==> src/divsqrt_pkg.sv <==
// constants shared by the divide / square-root datapath
// assumes a single 100 MHz clock and an active-low asynchronous reset
//
// Summary of operation
// RQ1: the master only ever issues full 32-bit word operands and results.
// RQ2: a division finishes in exactly 8 clock cycles, results appear only then.
// RQ3: division takes 32-bit dividend and divisor, gives 32-bit quotient and remainder.
// RQ4: a division started with a zero divisor raises a readable warning flag.
// RQ5: the end of a division raises a readable completion flag.
// RQ6: square root takes a 32-bit radicand and gives a 16-bit root.
// RQ7: a square root finishes in exactly 8 clock cycles.
// RQ8: completion shows as an interrupt when enabled, else through polled status.
// RQ9: results and flags hold until the next start; start clears completion.
package divsqrt_pkg;

    // ------------------------------------------------------------------
    // widths and timing
    // ------------------------------------------------------------------
    localparam int DATA_W              = 32;
    localparam int ROOT_W              = 16;
    localparam int OP_CYCLES           = 8;
    localparam int DIV_BITS_PER_CYCLE  = DATA_W / OP_CYCLES;
    localparam int ROOT_CALCULATOR_BITS_PER_CYCLE = ROOT_W / OP_CYCLES;
    localparam int CNT_W               = $clog2(OP_CYCLES);
    localparam logic [CNT_W-1:0] LAST_STEP = CNT_W'(OP_CYCLES - 1);

    // ------------------------------------------------------------------
    // reset values
    // ------------------------------------------------------------------
    localparam logic [DATA_W-1:0] WORD_ZERO = 32'h0000_0000;
    localparam logic [ROOT_W-1:0] ROOT_ZERO = 16'h0000;

    // ------------------------------------------------------------------
    // sequencer states
    // ------------------------------------------------------------------
    typedef enum logic {
        ST_IDLE,
        ST_RUN
    } seq_state_e;

endpackage

==> src/arith_step.sv <==
// one cycle worth of restoring division or square-root iterations
// purely combinational; the caller registers every output
`timescale 1ns/1ns
`default_nettype none
module arith_step #(
    parameter int DIV_BITS  = 4,
    parameter int ROOT_CALCULATOR_BITS = 2
) (
    // operation select
    input  wire logic        mode_root_calculator,
    // state in
    input  wire logic [31:0] acc_i,
    input  wire logic [31:0] work_i,
    input  wire logic [31:0] quo_i,
    input  wire logic [31:0] divisor_i,
    // state out
    output logic      [31:0] acc_o,
    output logic      [31:0] work_o,
    output logic      [31:0] quo_o
);

    always_comb begin
        logic [33:0] r;
        logic [33:0] t;
        logic [31:0] w;
        logic [31:0] q;
        r = {2'b00, acc_i};
        t = {2'b00, divisor_i};
        w = work_i;
        q = quo_i;
        if (!mode_root_calculator) begin
            // divisor of zero always subtracts: quotient all ones, remainder dividend
            for (int i = 0; i < DIV_BITS; i++) begin
                r = {r[32:0], w[31]};
                w = {w[30:0], 1'b0};
                if (r >= t) begin
                    r = r - t;
                    q = {q[30:0], 1'b1};
                end else begin
                    q = {q[30:0], 1'b0};
                end
            end
        end else begin
            for (int i = 0; i < ROOT_CALCULATOR_BITS; i++) begin
                r = {r[31:0], w[31:30]};
                w = {w[29:0], 2'b00};
                t = {q, 2'b01};
                if (r >= t) begin
                    r = r - t;
                    q = {q[30:0], 1'b1};
                end else begin
                    q = {q[30:0], 1'b0};
                end
            end
        end
        // remainder never exceeds 32 bits for either operation
        acc_o  = r[31:0];
        work_o = w;
        quo_o  = q;
    end

endmodule
`default_nettype wire

==> src/divider_root_calculator_unit.sv <==
// hw_divider and root_calculator datapath with start, status and interrupt
// assumes operands are valid on the edge that takes START; no software bus here
`timescale 1ns/1ns
`default_nettype none
module divider_root_calculator_unit
    import divsqrt_pkg::*;
(
    // clock and reset
    input  wire logic                           CLK,
    input  wire logic                           RSTN,
    // command
    input  wire logic                           START,
    input  wire logic                           OP_ROOT_CALCULATOR,
    input  wire logic                           INT_EN,
    // operands, full words only
    input  wire logic [divsqrt_pkg::DATA_W-1:0] DIVIDEND,
    input  wire logic [divsqrt_pkg::DATA_W-1:0] DIVISOR,
    // results
    output logic      [divsqrt_pkg::DATA_W-1:0] QUOTIENT,
    output logic      [divsqrt_pkg::DATA_W-1:0] REMAINDER,
    output logic      [divsqrt_pkg::ROOT_W-1:0] ROOT,
    // status
    output logic                                BUSY,
    output logic                                DONE,
    output logic                                DIV_ZERO,
    output logic                                IRQ
);
    import divsqrt_pkg::*;

    seq_state_e         state_q;
    logic [CNT_W-1:0]   cnt_q;
    logic               mode_q;
    logic [DATA_W-1:0]  acc_q;
    logic [DATA_W-1:0]  work_q;
    logic [DATA_W-1:0]  quo_q;
    logic [DATA_W-1:0]  div_q;
    logic [DATA_W-1:0]  acc_d;
    logic [DATA_W-1:0]  work_d;
    logic [DATA_W-1:0]  quo_d;
    logic               take;
    logic               finish;

    // start while busy is ignored so a running result cannot be corrupted
    assign take   = START && (state_q == ST_IDLE);
    assign finish = (state_q == ST_RUN) && (cnt_q == LAST_STEP);

    // ------------------------------------------------------------------
    // iteration datapath
    // ------------------------------------------------------------------
    arith_step #(
        .DIV_BITS  (DIV_BITS_PER_CYCLE),
        .ROOT_CALCULATOR_BITS (ROOT_CALCULATOR_BITS_PER_CYCLE)
    ) u_step (
        .mode_root_calculator (mode_q),
        .acc_i     (acc_q),
        .work_i    (work_q),
        .quo_i     (quo_q),
        .divisor_i (div_q),
        .acc_o     (acc_d),
        .work_o    (work_d),
        .quo_o     (quo_d)
    );

    // ------------------------------------------------------------------
    // sequencer
    // ------------------------------------------------------------------
    always_ff @(posedge CLK or negedge RSTN) begin
        if (!RSTN) begin
            state_q <= ST_IDLE;
            cnt_q   <= '0;
            BUSY    <= 1'b0;
        end else begin
            unique case (state_q)
                ST_IDLE: begin
                    cnt_q <= '0;
                    if (take) begin
                        state_q <= ST_RUN;
                        BUSY    <= 1'b1;
                    end
                end
                ST_RUN: begin
                    cnt_q <= cnt_q + 1'b1;
                    if (finish) begin                   // [RQ2] [RQ7]
                        state_q <= ST_IDLE;
                        BUSY    <= 1'b0;
                    end
                end
            endcase
        end
    end

    // ------------------------------------------------------------------
    // working registers
    // ------------------------------------------------------------------
    always_ff @(posedge CLK or negedge RSTN) begin
        if (!RSTN) begin
            mode_q <= 1'b0;
            acc_q  <= WORD_ZERO;
            work_q <= WORD_ZERO;
            quo_q  <= WORD_ZERO;
            div_q  <= WORD_ZERO;
        end else if (take) begin
            mode_q <= OP_ROOT_CALCULATOR;                          // [RQ3] [RQ6]
            acc_q  <= WORD_ZERO;
            work_q <= DIVIDEND;
            quo_q  <= WORD_ZERO;
            div_q  <= DIVISOR;
        end else if (state_q == ST_RUN) begin
            acc_q  <= acc_d;
            work_q <= work_d;
            quo_q  <= quo_d;
        end
    end

    // ------------------------------------------------------------------
    // result registers, each held until the next operation of its own kind ends
    // ------------------------------------------------------------------
    always_ff @(posedge CLK or negedge RSTN) begin
        if (!RSTN) begin
            QUOTIENT  <= WORD_ZERO;
            REMAINDER <= WORD_ZERO;
            ROOT      <= ROOT_ZERO;
        end else if (finish) begin
            if (mode_q) begin
                ROOT <= quo_d[ROOT_W-1:0];              // [RQ6] [RQ9]
            end else begin
                QUOTIENT  <= quo_d;                     // [RQ3] [RQ9]
                REMAINDER <= acc_d;
            end
        end
    end

    // ------------------------------------------------------------------
    // status flags
    // ------------------------------------------------------------------
    always_ff @(posedge CLK or negedge RSTN) begin
        if (!RSTN) begin
            DONE     <= 1'b0;
            DIV_ZERO <= 1'b0;
        end else if (take) begin
            DONE     <= 1'b0;                           // [RQ9]
            DIV_ZERO <= !OP_ROOT_CALCULATOR && (DIVISOR == WORD_ZERO); // [RQ4]
        end else if (finish) begin
            DONE     <= 1'b1;                           // [RQ5] [RQ8]
        end
    end

    // interrupt follows completion one cycle later while enabled
    always_ff @(posedge CLK or negedge RSTN) begin
        if (!RSTN) begin
            IRQ <= 1'b0;
        end else begin
            IRQ <= DONE && INT_EN;                      // [RQ8]
        end
    end

endmodule
`default_nettype wire

==> config.mk <==
export PLATFORM = sky130hd
export DESIGN_NAME = divider_root_calculator_unit
export DESIGN_NICKNAME = d
export VERILOG_FILES = /design/src/divsqrt_pkg.sv /design/src/arith_step.sv /design/src/divider_root_calculator_unit.sv
export SDC_FILE = /design/constraint.sdc
export NUM_CORES = 1
export LEC_CHECK = 0
export ABC_AREA = 0
export BUFFER_PORTS_ARGS = -buffer_cell sky130_fd_sc_hd__buf_4
export CORE_AREA = 3 3 183 318
export DETAILED_ROUTE_END_ITERATION = 16
export DIE_AREA = 0 0 186 321
export PLACE_DENSITY = 0.56
export SYNTH_ARGS = -nofsm -noshare
export SYNTH_HDL_FRONTEND = slang
export SYNTH_HIERARCHICAL = 1
export SYNTH_SLANG_ARGS = --single-unit
==> constraint.sdc <==
create_clock -name CLK -period 14.6 [get_ports CLK]
set_clock_uncertainty 0.15 [all_clocks]
set_input_delay 2.92 -clock CLK [delete_from_list [all_inputs] [get_ports CLK]]
set_output_delay 2.92 -clock CLK [all_outputs]
set_load 0.005 [all_outputs]
# == Word-level counts from Yosys, hierarchy flattened ==
# Cells that the tools add are included.
# word_totals
register_bits,217
# classes
n_addsub,7
order_cmp,6
eq_ne,3
muxes,34
bitwise,2
reduce_logical,11
# op_table
cell,n
$mux W32,13
$mux W33,6
$ge A34 B32 Y1,3
$sub A33 B32 Y33,3
$sub A32 B32 Y32,3
$ge A34 B34 Y1,2
$ge A33 B32 Y1,1
$logic_not A32 Y1,1
$mux W1,12
$pmux W3 S2,1
$reduce_and A2 Y1,3
$logic_and A1 B1 Y1,4
$pmux W1 S2,2
$reduce_bool A2 Y1,2
$add A3 B1 Y3 const B,1
$eq A3 B3 Y1 const B,1
$ne A2 B1 Y1 const B,1
$ne A2 B2 Y1 const B,1
$not A1 Y1,2
$logic_not A1 Y1,1

# == Logic depth before layout (Yosys ltp) ==
# Gate-level depths: netlist of run 1.
# logic_depth
ltp_word,14
mapped_depth,55
depth_no_buf,47

# == By module ==
# Netlist of run 1, hierarchy kept.
# modules_own_cells
mod,instances,cells_per_inst,area_each_um2,seq_area_each_um2
arith_step,1,2010,13714.4,0.0
divider_root_calculator_unit,1,559,8521.9,5430.2

# == Worst setup path before layout of run 1 ==
# Ideal clock, no wire load.
# synth_timing
kind,reg2reg
from,reg acc_q[25]
to,reg REMAINDER[17] in the netlist's numbering
setup_ns,0.125
arrival_ns,11.741
setup_slack_ns,2.584
path_stages_with_launch,51
path_buffers,7
period_less_slack_ns,12.016
cell_sequence,dfrtp_1 ha_1 buf_6 a21o_1 a21oi_1 o21bai_1 a211oi_2 nor2_1 or4_1 buf_2 nor2_1 buf_2 buf_2 mux2_2 ha_1 nor2b_1 o31a_1 o2111ai_1 (+15 left out) a221oi_4 buf_4 mux2_2 ha_1 or3_1 o21bai_1 a21oi_1 o211ai_1 o31ai_1 o21ai_1 a31oi_1 a211oi_1 o22ai_1 o2111ai_2 buf_2 a211o_1 o311a_1 mux2_4
# synth_via
elab_chain_len,12
# synth_lines
element,line,text
"start, declared",divider_root_calculator_unit.sv:33,logic [DATA_W-1:0] acc_q;
"start signal, assigned",divider_root_calculator_unit.sv:98,acc_q <= WORD_ZERO;
"start signal, assigned",divider_root_calculator_unit.sv:104,acc_q <= WORD_ZERO;
"start signal, assigned",divider_root_calculator_unit.sv:109,acc_q <= acc_d;
$sub A33 B32 Y33 / $ge A33 B32 Y1 (equally long branches),"arith_step.sv:37, arith_step.sv:36",
$mux W33,arith_step.sv:36,if (r >= t) begin
$mux W33,arith_step.sv:31,if (!mode_root_calculator) begin
$sub A33 B32 Y33 / $ge A34 B32 Y1 (equally long branches),"arith_step.sv:37, arith_step.sv:36",
$mux W33,arith_step.sv:36,
$mux W33,arith_step.sv:31,
$sub A33 B32 Y33 / $ge A34 B32 Y1 (equally long branches),"arith_step.sv:37, arith_step.sv:36",
$mux W33,arith_step.sv:36,
$mux W33,arith_step.sv:31,
$ge A34 B32 Y1 / $sub A32 B32 Y32 (equally long branches),"arith_step.sv:36, arith_step.sv:37",
$mux W32,arith_step.sv:36,
$mux W32 (*),arith_step.sv:31,
named net acc_d[17],divider_root_calculator_unit.sv:37,logic [DATA_W-1:0] acc_d;
"end signal, assigned",divider_root_calculator_unit.sv:121,REMAINDER <= WORD_ZERO;
"end signal, assigned",divider_root_calculator_unit.sv:128,REMAINDER <= acc_d;
"end, declared",divider_root_calculator_unit.sv:20,"output logic [divsqrt_pkg::DATA_W-1:0] REMAINDER,"
# The timed path passes the listed nets; every way through them passes the cells marked *. The select of a mux whose other input is x is not followed.
# A chain may end at the register's enable or synchronous reset.

# == Final worst setup path of run 1 ==
# layout_timing
from,reg acc_q[25]
to,reg REMAINDER[7] in the netlist's numbering
# Same word-level chain as after synthesis.

==> metrics, run 1 <==
status=completed; Detailed Route Iter0 Violations=approximately 1200; ys flop type=dfrtp_1; CTS H-tree lvls=1; Initial Util=40.0%; area share of the leading cell type in the synthesized netlist=24.4%; setup TNS=0 ns; initial antenna violation count=0; Critical Path AT=13.92 ns; post-synthesis sequential area ratio=24.4%; vias per cell=just over 6; Die Wd=186 µm; Max Cap Viol=0; critical path peak fanout=18; largest net degree at the start of global routing=109; hold-fix buffers at CTS=0; slew margin rel.=between 20% and 30%; fin crit period=around 14 ns; diode count=0; GRT Resource Usage Total=roughly 26%; Worst Path Buf+Inv=4; commonest non-fill, non-tap cell in the layout=dfrtp_1; synthesized area=roughly 22000 µm²; #FFs+latches synth=217; f_max=0.0735 GHz; GRT overflow=0; DRC Markers=0; Critical Path RT=about 15 ns; dpl hpwl=64400 µm; multi-input combinational cell area=15500 µm²; Crit Path Category=flop to flop; Post-Route WL=a little under 80000 µm; # port buffers=152; DRT Pass-1 Iters=6; number of synthesized flops with an enable pin=0; FILL cells=around 5600; FFs w/ async S/R, synth=100%; Min-Delay Path Class=flop to flop; CTS tree=yes; ratio of cells with drive above 1 in the final layout=~17%; Slowest-stage cell, CP=a21oi_1; I/O pin cnt=153; endpoints failing hold=0; Syn Area/Cell=8.66 µm²; area leader, netlist=dfrtp_1; crit end category=flop; Die Ht=approximately 320 µm; FP Rows=114; Tcrit/Tclk final=~93%; Vias=20400; CP max stage delay=0.65 ns; Reg area=5440 µm²; Max Root-Sink Buffers=3; vias in the first global route=20700; Startpoint Class=flop; CTS root buf=clkbuf_16; worst slew pin tran=approximately 1.1 ns; core area=55600 µm²; Worst-path clk slew=0.07 ns; drt wl/cell=23.6 µm; NumNets Final=2923; Worst path most repeated cell=a21oi_1; first-pass GRT wire length=120000 µm; Cells after Synth=2569; Num CTS Buffers=23; antenna-violating nets left=0; Cell variety after synth=93; Sink Count=217; RePlAce Congestion=0.983; CP delay by family, top=compound AO/OA/AOI/OAI gates; die footprint=~60000 µm²; top cells by area, synth=dfrtp_1 (24%), ha_1 (11%), mux2_2 (6.0%); synth-to-layout area growth=10.7%; Clock Latency Late Sink=0.58 ns; final max-slew violation count=0; Setup-failing EPs final=0; yosys warns=6; RSZ-0062 raised after global routing=false; commonest cells after routing, fill and taps aside=dfrtp_1 (215), ha_1 (198), nand2_1 (197), buf_4 (197), a21oi_1 (194)
[cells by family (layout without fill, tap and decap cells)]
group | count (synthesis) | in the layout | share of synthesized area [%]
compound gates | 861 | 861 | 25.8
simple gates | 627 | 627 | 14.0
buf+inv | 283 | 380 | 6.06
mux | 232 | 232 | 12.5
flops | 217 | 217 | 24.4
fa+ha+maj | 202 | 202 | 11.5
xor+xnor | 146 | 146 | 5.75
other cells | 1 | 4 | 0.0169
[cell type report]
| class | instances | share of cell area [%] |
|---|---|---|
| clock inverter | 11 | 0.437 |
| inverter | 139 | 2.12 |
| sequential | 217 | 22.1 |
| timing repair buffer | 199 | 6.15 |
| clock buffer | 31 | 2.66 |
| multi-input combinational | 2072 | 63.0 |
| tap | 696 | 3.54 |
[layer usage]
| layer | vias up | track usage [%] | wire length [µm] |
|---|---|---|---|
| met5 | - | 0 | 0 |
| met4 | 0 | 12.3 | 4260 |
| met3 | 151 | 1.81 | 2780 |
| met2 | 560 | 49.5 | 42200 |
| met1 | 9977 | 28.7 | 30200 |
| li1 | 9690 | - | - |
[state kept, by name, indices dropped and copies added (netlist names)]
name,flops
acc_q,32
cnt_q,3
BUSY,1
REMAINDER,32
ROOT,16
IRQ,1
state_q,1
DONE,1
div_q,32
QUOTIENT,32
quo_q,32
mode_q,1
DIV_ZERO,1
work_q,32
[synthesized netlist by cell type (20+ instances only)]
library cell  instances
xnor2_1              92
and3_1               21
xor2_1               54
inv_1               138
nor2_1              116
dfrtp_1             217
a211oi_1             32
a21o_1              101
buf_2                29
nor3_1               41
nand4_1              43
clkbuf_1             58
ha_1                198
a31oi_1              30
mux2_2              118
and2_1               20
o21a_1               32
or3_1                20
buf_4                37
mux2i_1              53
a21oi_1             194
o211ai_1             33
nand3_1              65
o21ai_0             193
nor2b_1              23
mux2_4               60
o21bai_1             24
nand2_1             197
nand2b_1             27
a22o_1               65
[worst reg2reg max path, delay by kind of cell (launching register included)]
family | cells | cell delay, ns
AO/OA/AOI/OAI | 26 | 6.91
AND/OR/NAND/NOR | 9 | 2.18
multiplexers | 4 | 1.48
adder cells (fa/ha/maj) | 4 | 1.32
buffers and inverters | 4 | 1.01
flip-flops | 1 | 0.47
[repair_timing]
| action | in CTS | in global routing |
|---|---|---|
| gates resized for setup | 0 | 1 |
| setup endpoints to repair | 0 | 53 |
| setup buffers | 0 | 0 |
[stage by stage]
step           hold slack [ns]  instances  area, µm²  util (%)  setup slack [ns]
2_1_floorplan            0.259       2572      22200         -              2.58
3_3_place_gp             0.276       3323      23900      42.9              1.09
3_5_place_dp             0.276       3323      23900      42.9             0.873
4_1_cts                  0.292       3365      24600      44.3             0.833
5_1_grt                  0.327       3365      24600      44.3            0.0507
6_report                 0.289       3365      24600      44.3             0.991
[worst paths after layout]
path | startpoint | to | slack, ns | cells after the start
max | acc_q[25] | REMAINDER[7] | 0.99 | 47
min | cnt_q[0] | cnt_q[0] | 0.29 | 1
max reg2reg | acc_q[25] | REMAINDER[7] | 0.99 | 47
min reg2reg | cnt_q[0] | cnt_q[0] | 0.29 | 1
max in group asynchronous | RSTN | acc_q[27] | 10.69 | 2
min in group asynchronous | RSTN | work_q[3] | 2.22 | 1
Power of run 1 is left out: the tool's default activity adds up to more than one toggle a clock period on the data nets, which glitch-free logic cannot reach.
==> run 2: changes to the inputs <==
- CORE_AREA: 3 3 183 318 -> 3 3 179 311
- DIE_AREA: 0 0 186 321 -> 0 0 182 314
- SLEW_MARGIN: not set -> 5
- SYNTH_HIERARCHICAL: 1 -> not set
==> run 2 against run 1 <==
  * Global-route usage rose by 1.7 points
  * Critical path type unchanged
  * Register-to-register slack got worse by 0.18 ns
  * Cell area fell by 2.5%
  * Highest routed layer unchanged
==> metrics, run 2 <==
Worst-path clk slew=0.07 ns (about the same); initial antenna violation count=0 (unchanged); synth-to-layout area growth=12.9%; commonest cells after routing, fill and taps aside=nand2_1 (361), o21ai_0 (307), dfrtp_1 (215); Max Cap Viol=0 (unchanged); FFs w/ async S/R, synth=100% (unchanged); worst r2r dst=REMAINDER[22]; Cells after Synth=2658 (+3.5%); CP max stage delay=0.93 ns (+0.28 ns); top cells by area, synth=dfrtp_1 (26%), ha_1 (12%), o21ai_0 (7.2%); ys flop type=dfrtp_1; RSZ-0062 raised after global routing=false; Vias=20700 (+1.6%); vias in the first global route=21100 (+1.9%); synthesized area=21300 µm² (-4.4%); Worst path most repeated cell=o21ai_0; area share of the leading cell type in the synthesized netlist=25.5% (+1.1 points); Synth top cells by count=nand2_1 (362), o21ai_0 (307), dfrtp_1 (217), ha_1 (198), a21oi_1 (195); HP Start=cnt_q[0]; Cell variety after synth=86 (-7.5%); number of synthesized flops with an enable pin=0 (unchanged); Synth Net Count=2929; core area=53500 µm² (-3.8%); dpl hpwl=65000 µm (+1.0%); Critical Path AT=14.05 ns (+0.13 ns); FP Rows=112 (-1.8%); Hold Path End=cnt_q[0]; status=completed; CTS root buf=clkbuf_16; Detailed Route Iter0 Violations=1124 (-10%); die footprint=57100 µm² (-4.3%); Post-CTS Setup Inserts=0 (unchanged); commonest non-fill, non-tap cell in the layout=nand2_1; setup TNS=0 ns (unchanged); Initial Util=39.7% (-0.26 points); CTS tree=yes; Critical Path RT=14.86 ns (-0.05 ns); antenna-violating nets left=0 (unchanged); RePlAce Congestion=0.987 (+0.46%); Synth Area in Compound Gates=27.0% (+1.2 points); drt wl/cell=23.5 µm (-0.46%); first-pass GRT wire length=123000 µm (+2.4%); CTS H-tree lvls=1 (unchanged); yosys warns=0 (-6); # port buffers=152 (unchanged); Startpoint Class=flop; NumNets Final=3030 (+3.7%); DRC Markers=0 (unchanged); fin crit period=13.79 ns (+0.180 ns); multi-input combinational cell area=14900 µm² (-3.7%); post-synthesis adder-cell area fraction=12.0% (+0.53 points); #FFs+latches synth=217 (unchanged); Slowest-stage cell, CP=o41ai_1; crit end category=flop; Hold Path Stages=1 (unchanged); Synth Area in XOR/XNOR=6.22% (+0.47 points); vias per cell=5.98 (-1.2%); GRT Resource Usage Total=27.6% (+1.7 points); final max-slew violation count=0 (unchanged); CP delay by family, top=compound AO/OA/AOI/OAI gates; post-synthesis sequential area ratio=25.5% (+1.1 points); Tcrit/Tclk final=94.4% (+1.2 points); Max Root-Sink Buffers=3 (unchanged); DRT Pass-1 Iters=5 (-1); Crit Path Category=flop to flop; GRT overflow=0 (unchanged); Syn Area/Cell=8.00 µm² (-7.6%); Sink Count=217 (unchanged); Die Wd=182 µm (-2.2%); slew margin rel.=21.7% (-4.3 points); ratio of cells with drive above 1 in the final layout=13.0% (-4.0 points); worst slew pin tran=1.16 ns (+0.0513 ns); largest net degree at the start of global routing=98 (-10%); f_max=0.0725 GHz (-1.3%); FILL cells=5469 (-1.7%); I/O pin cnt=153 (unchanged); Post-Route WL=81300 µm (+2.4%); Reg area=5440 µm² (about the same); Num CTS Buffers=24 (+4.3%); Min-Delay Path Class=flop to flop; multiplexer share of the synthesized area=7.48% (-5.0 points); worst r2r path cells=43 (-8.5%); Worst Path Buf+Inv=4 (unchanged); Simple-Gate Fraction of Synth Area=17.3% (+3.4 points); Setup-failing EPs final=0 (unchanged); area leader, netlist=dfrtp_1; Clock Latency Late Sink=0.57 ns (about the same); endpoints failing hold=0 (unchanged); diode count=0 (unchanged); FF-to-FF setup slack=0.81 ns (-0.18 ns); Crit Reg-Reg Startpoint=div_q[1]; most common cell in the netlist=nand2_1; Die Ht=314 µm (-2.2%); critical path peak fanout=27 (+9); largest family of logic cells by synthesized area=compound AO/OA/AOI/OAI gates
==> run 2: area by class of cell <==
type                            count  share of cell area, %
Sequential cell                   217                   22.6
Inverter                          113                   1.77
Multi-Input combinational cell   2208                   62.3
Clock inverter                     14                  0.725
Clock buffer                       29                   2.79
Timing Repair Buffer              195                   6.24
Tap cell                          684                   3.57
==> run 2: cells by family after synthesis <==
kind of cell / after synthesis
buffers and inverters: 233
DFF: 217
xor gates and xnor gates: 151
AOI/OAI and AO/OA: 916
and+or+nand+nor: 790
adders and majority gates: 202
muxes: 149
==> run 2: timing repair <==
action | in CTS | in global routing
gates resized for setup | 0 | 1
hold buffers | 0 | 0
setup endpoints to repair | 0 | 51
==> run 2: worst max path at each step <==
stage	start	end	cells past startpoint	slack (ns)
detailed placement	div_q[1]	REMAINDER[30]	43	1.01
global placement	div_q[1]	acc_q[25]	42	1.21
CTS	div_q[1]	REMAINDER[30]	43	0.98
global route	div_q[1]	REMAINDER[30]	42	0.14
floorplan	acc_q[21]	REMAINDER[0]	45	3.50
finish	div_q[1]	REMAINDER[22]	43	0.81
==> run 2: per-stage QoR <==
stage	std cells	area, µm²	setup WS, ns	hold WS [ns]	util (%)
after floorplan	2658	21300	3.50	0.253	-
final	3460	24000	0.811	0.290	44.8
after CTS	3460	24000	0.979	0.289	44.8
after global routing	3460	24000	0.140	0.330	44.8
after detailed placement	3417	23100	1.01	0.278	43.2
after global placement	3417	23100	1.21	0.274	43.2
==> run 2: routing by layer <==
layer	track usage [%]	part of all wire (%)	wire length [µm]
met1	30.3	37	30400
met2	52.0	52	42400
met3	2.47	4.3	3510
met4	14.9	6.3	5090
met5	0	0	0
==> run 2: worst register-to-register path: cells and delay by family, from the launching register on <==
kind | cells | cell delay, ns
AO/OA/AOI/OAI | 19 | 6.21
multiplexers | 3 | 0.99
adder cells (fa/ha/maj) | 4 | 1.41
flip-flops | 1 | 0.44
buffers and inverters | 4 | 1.17
AND/OR/NAND/NOR | 13 | 3.32
Power of run 2 is left out for the same reason.
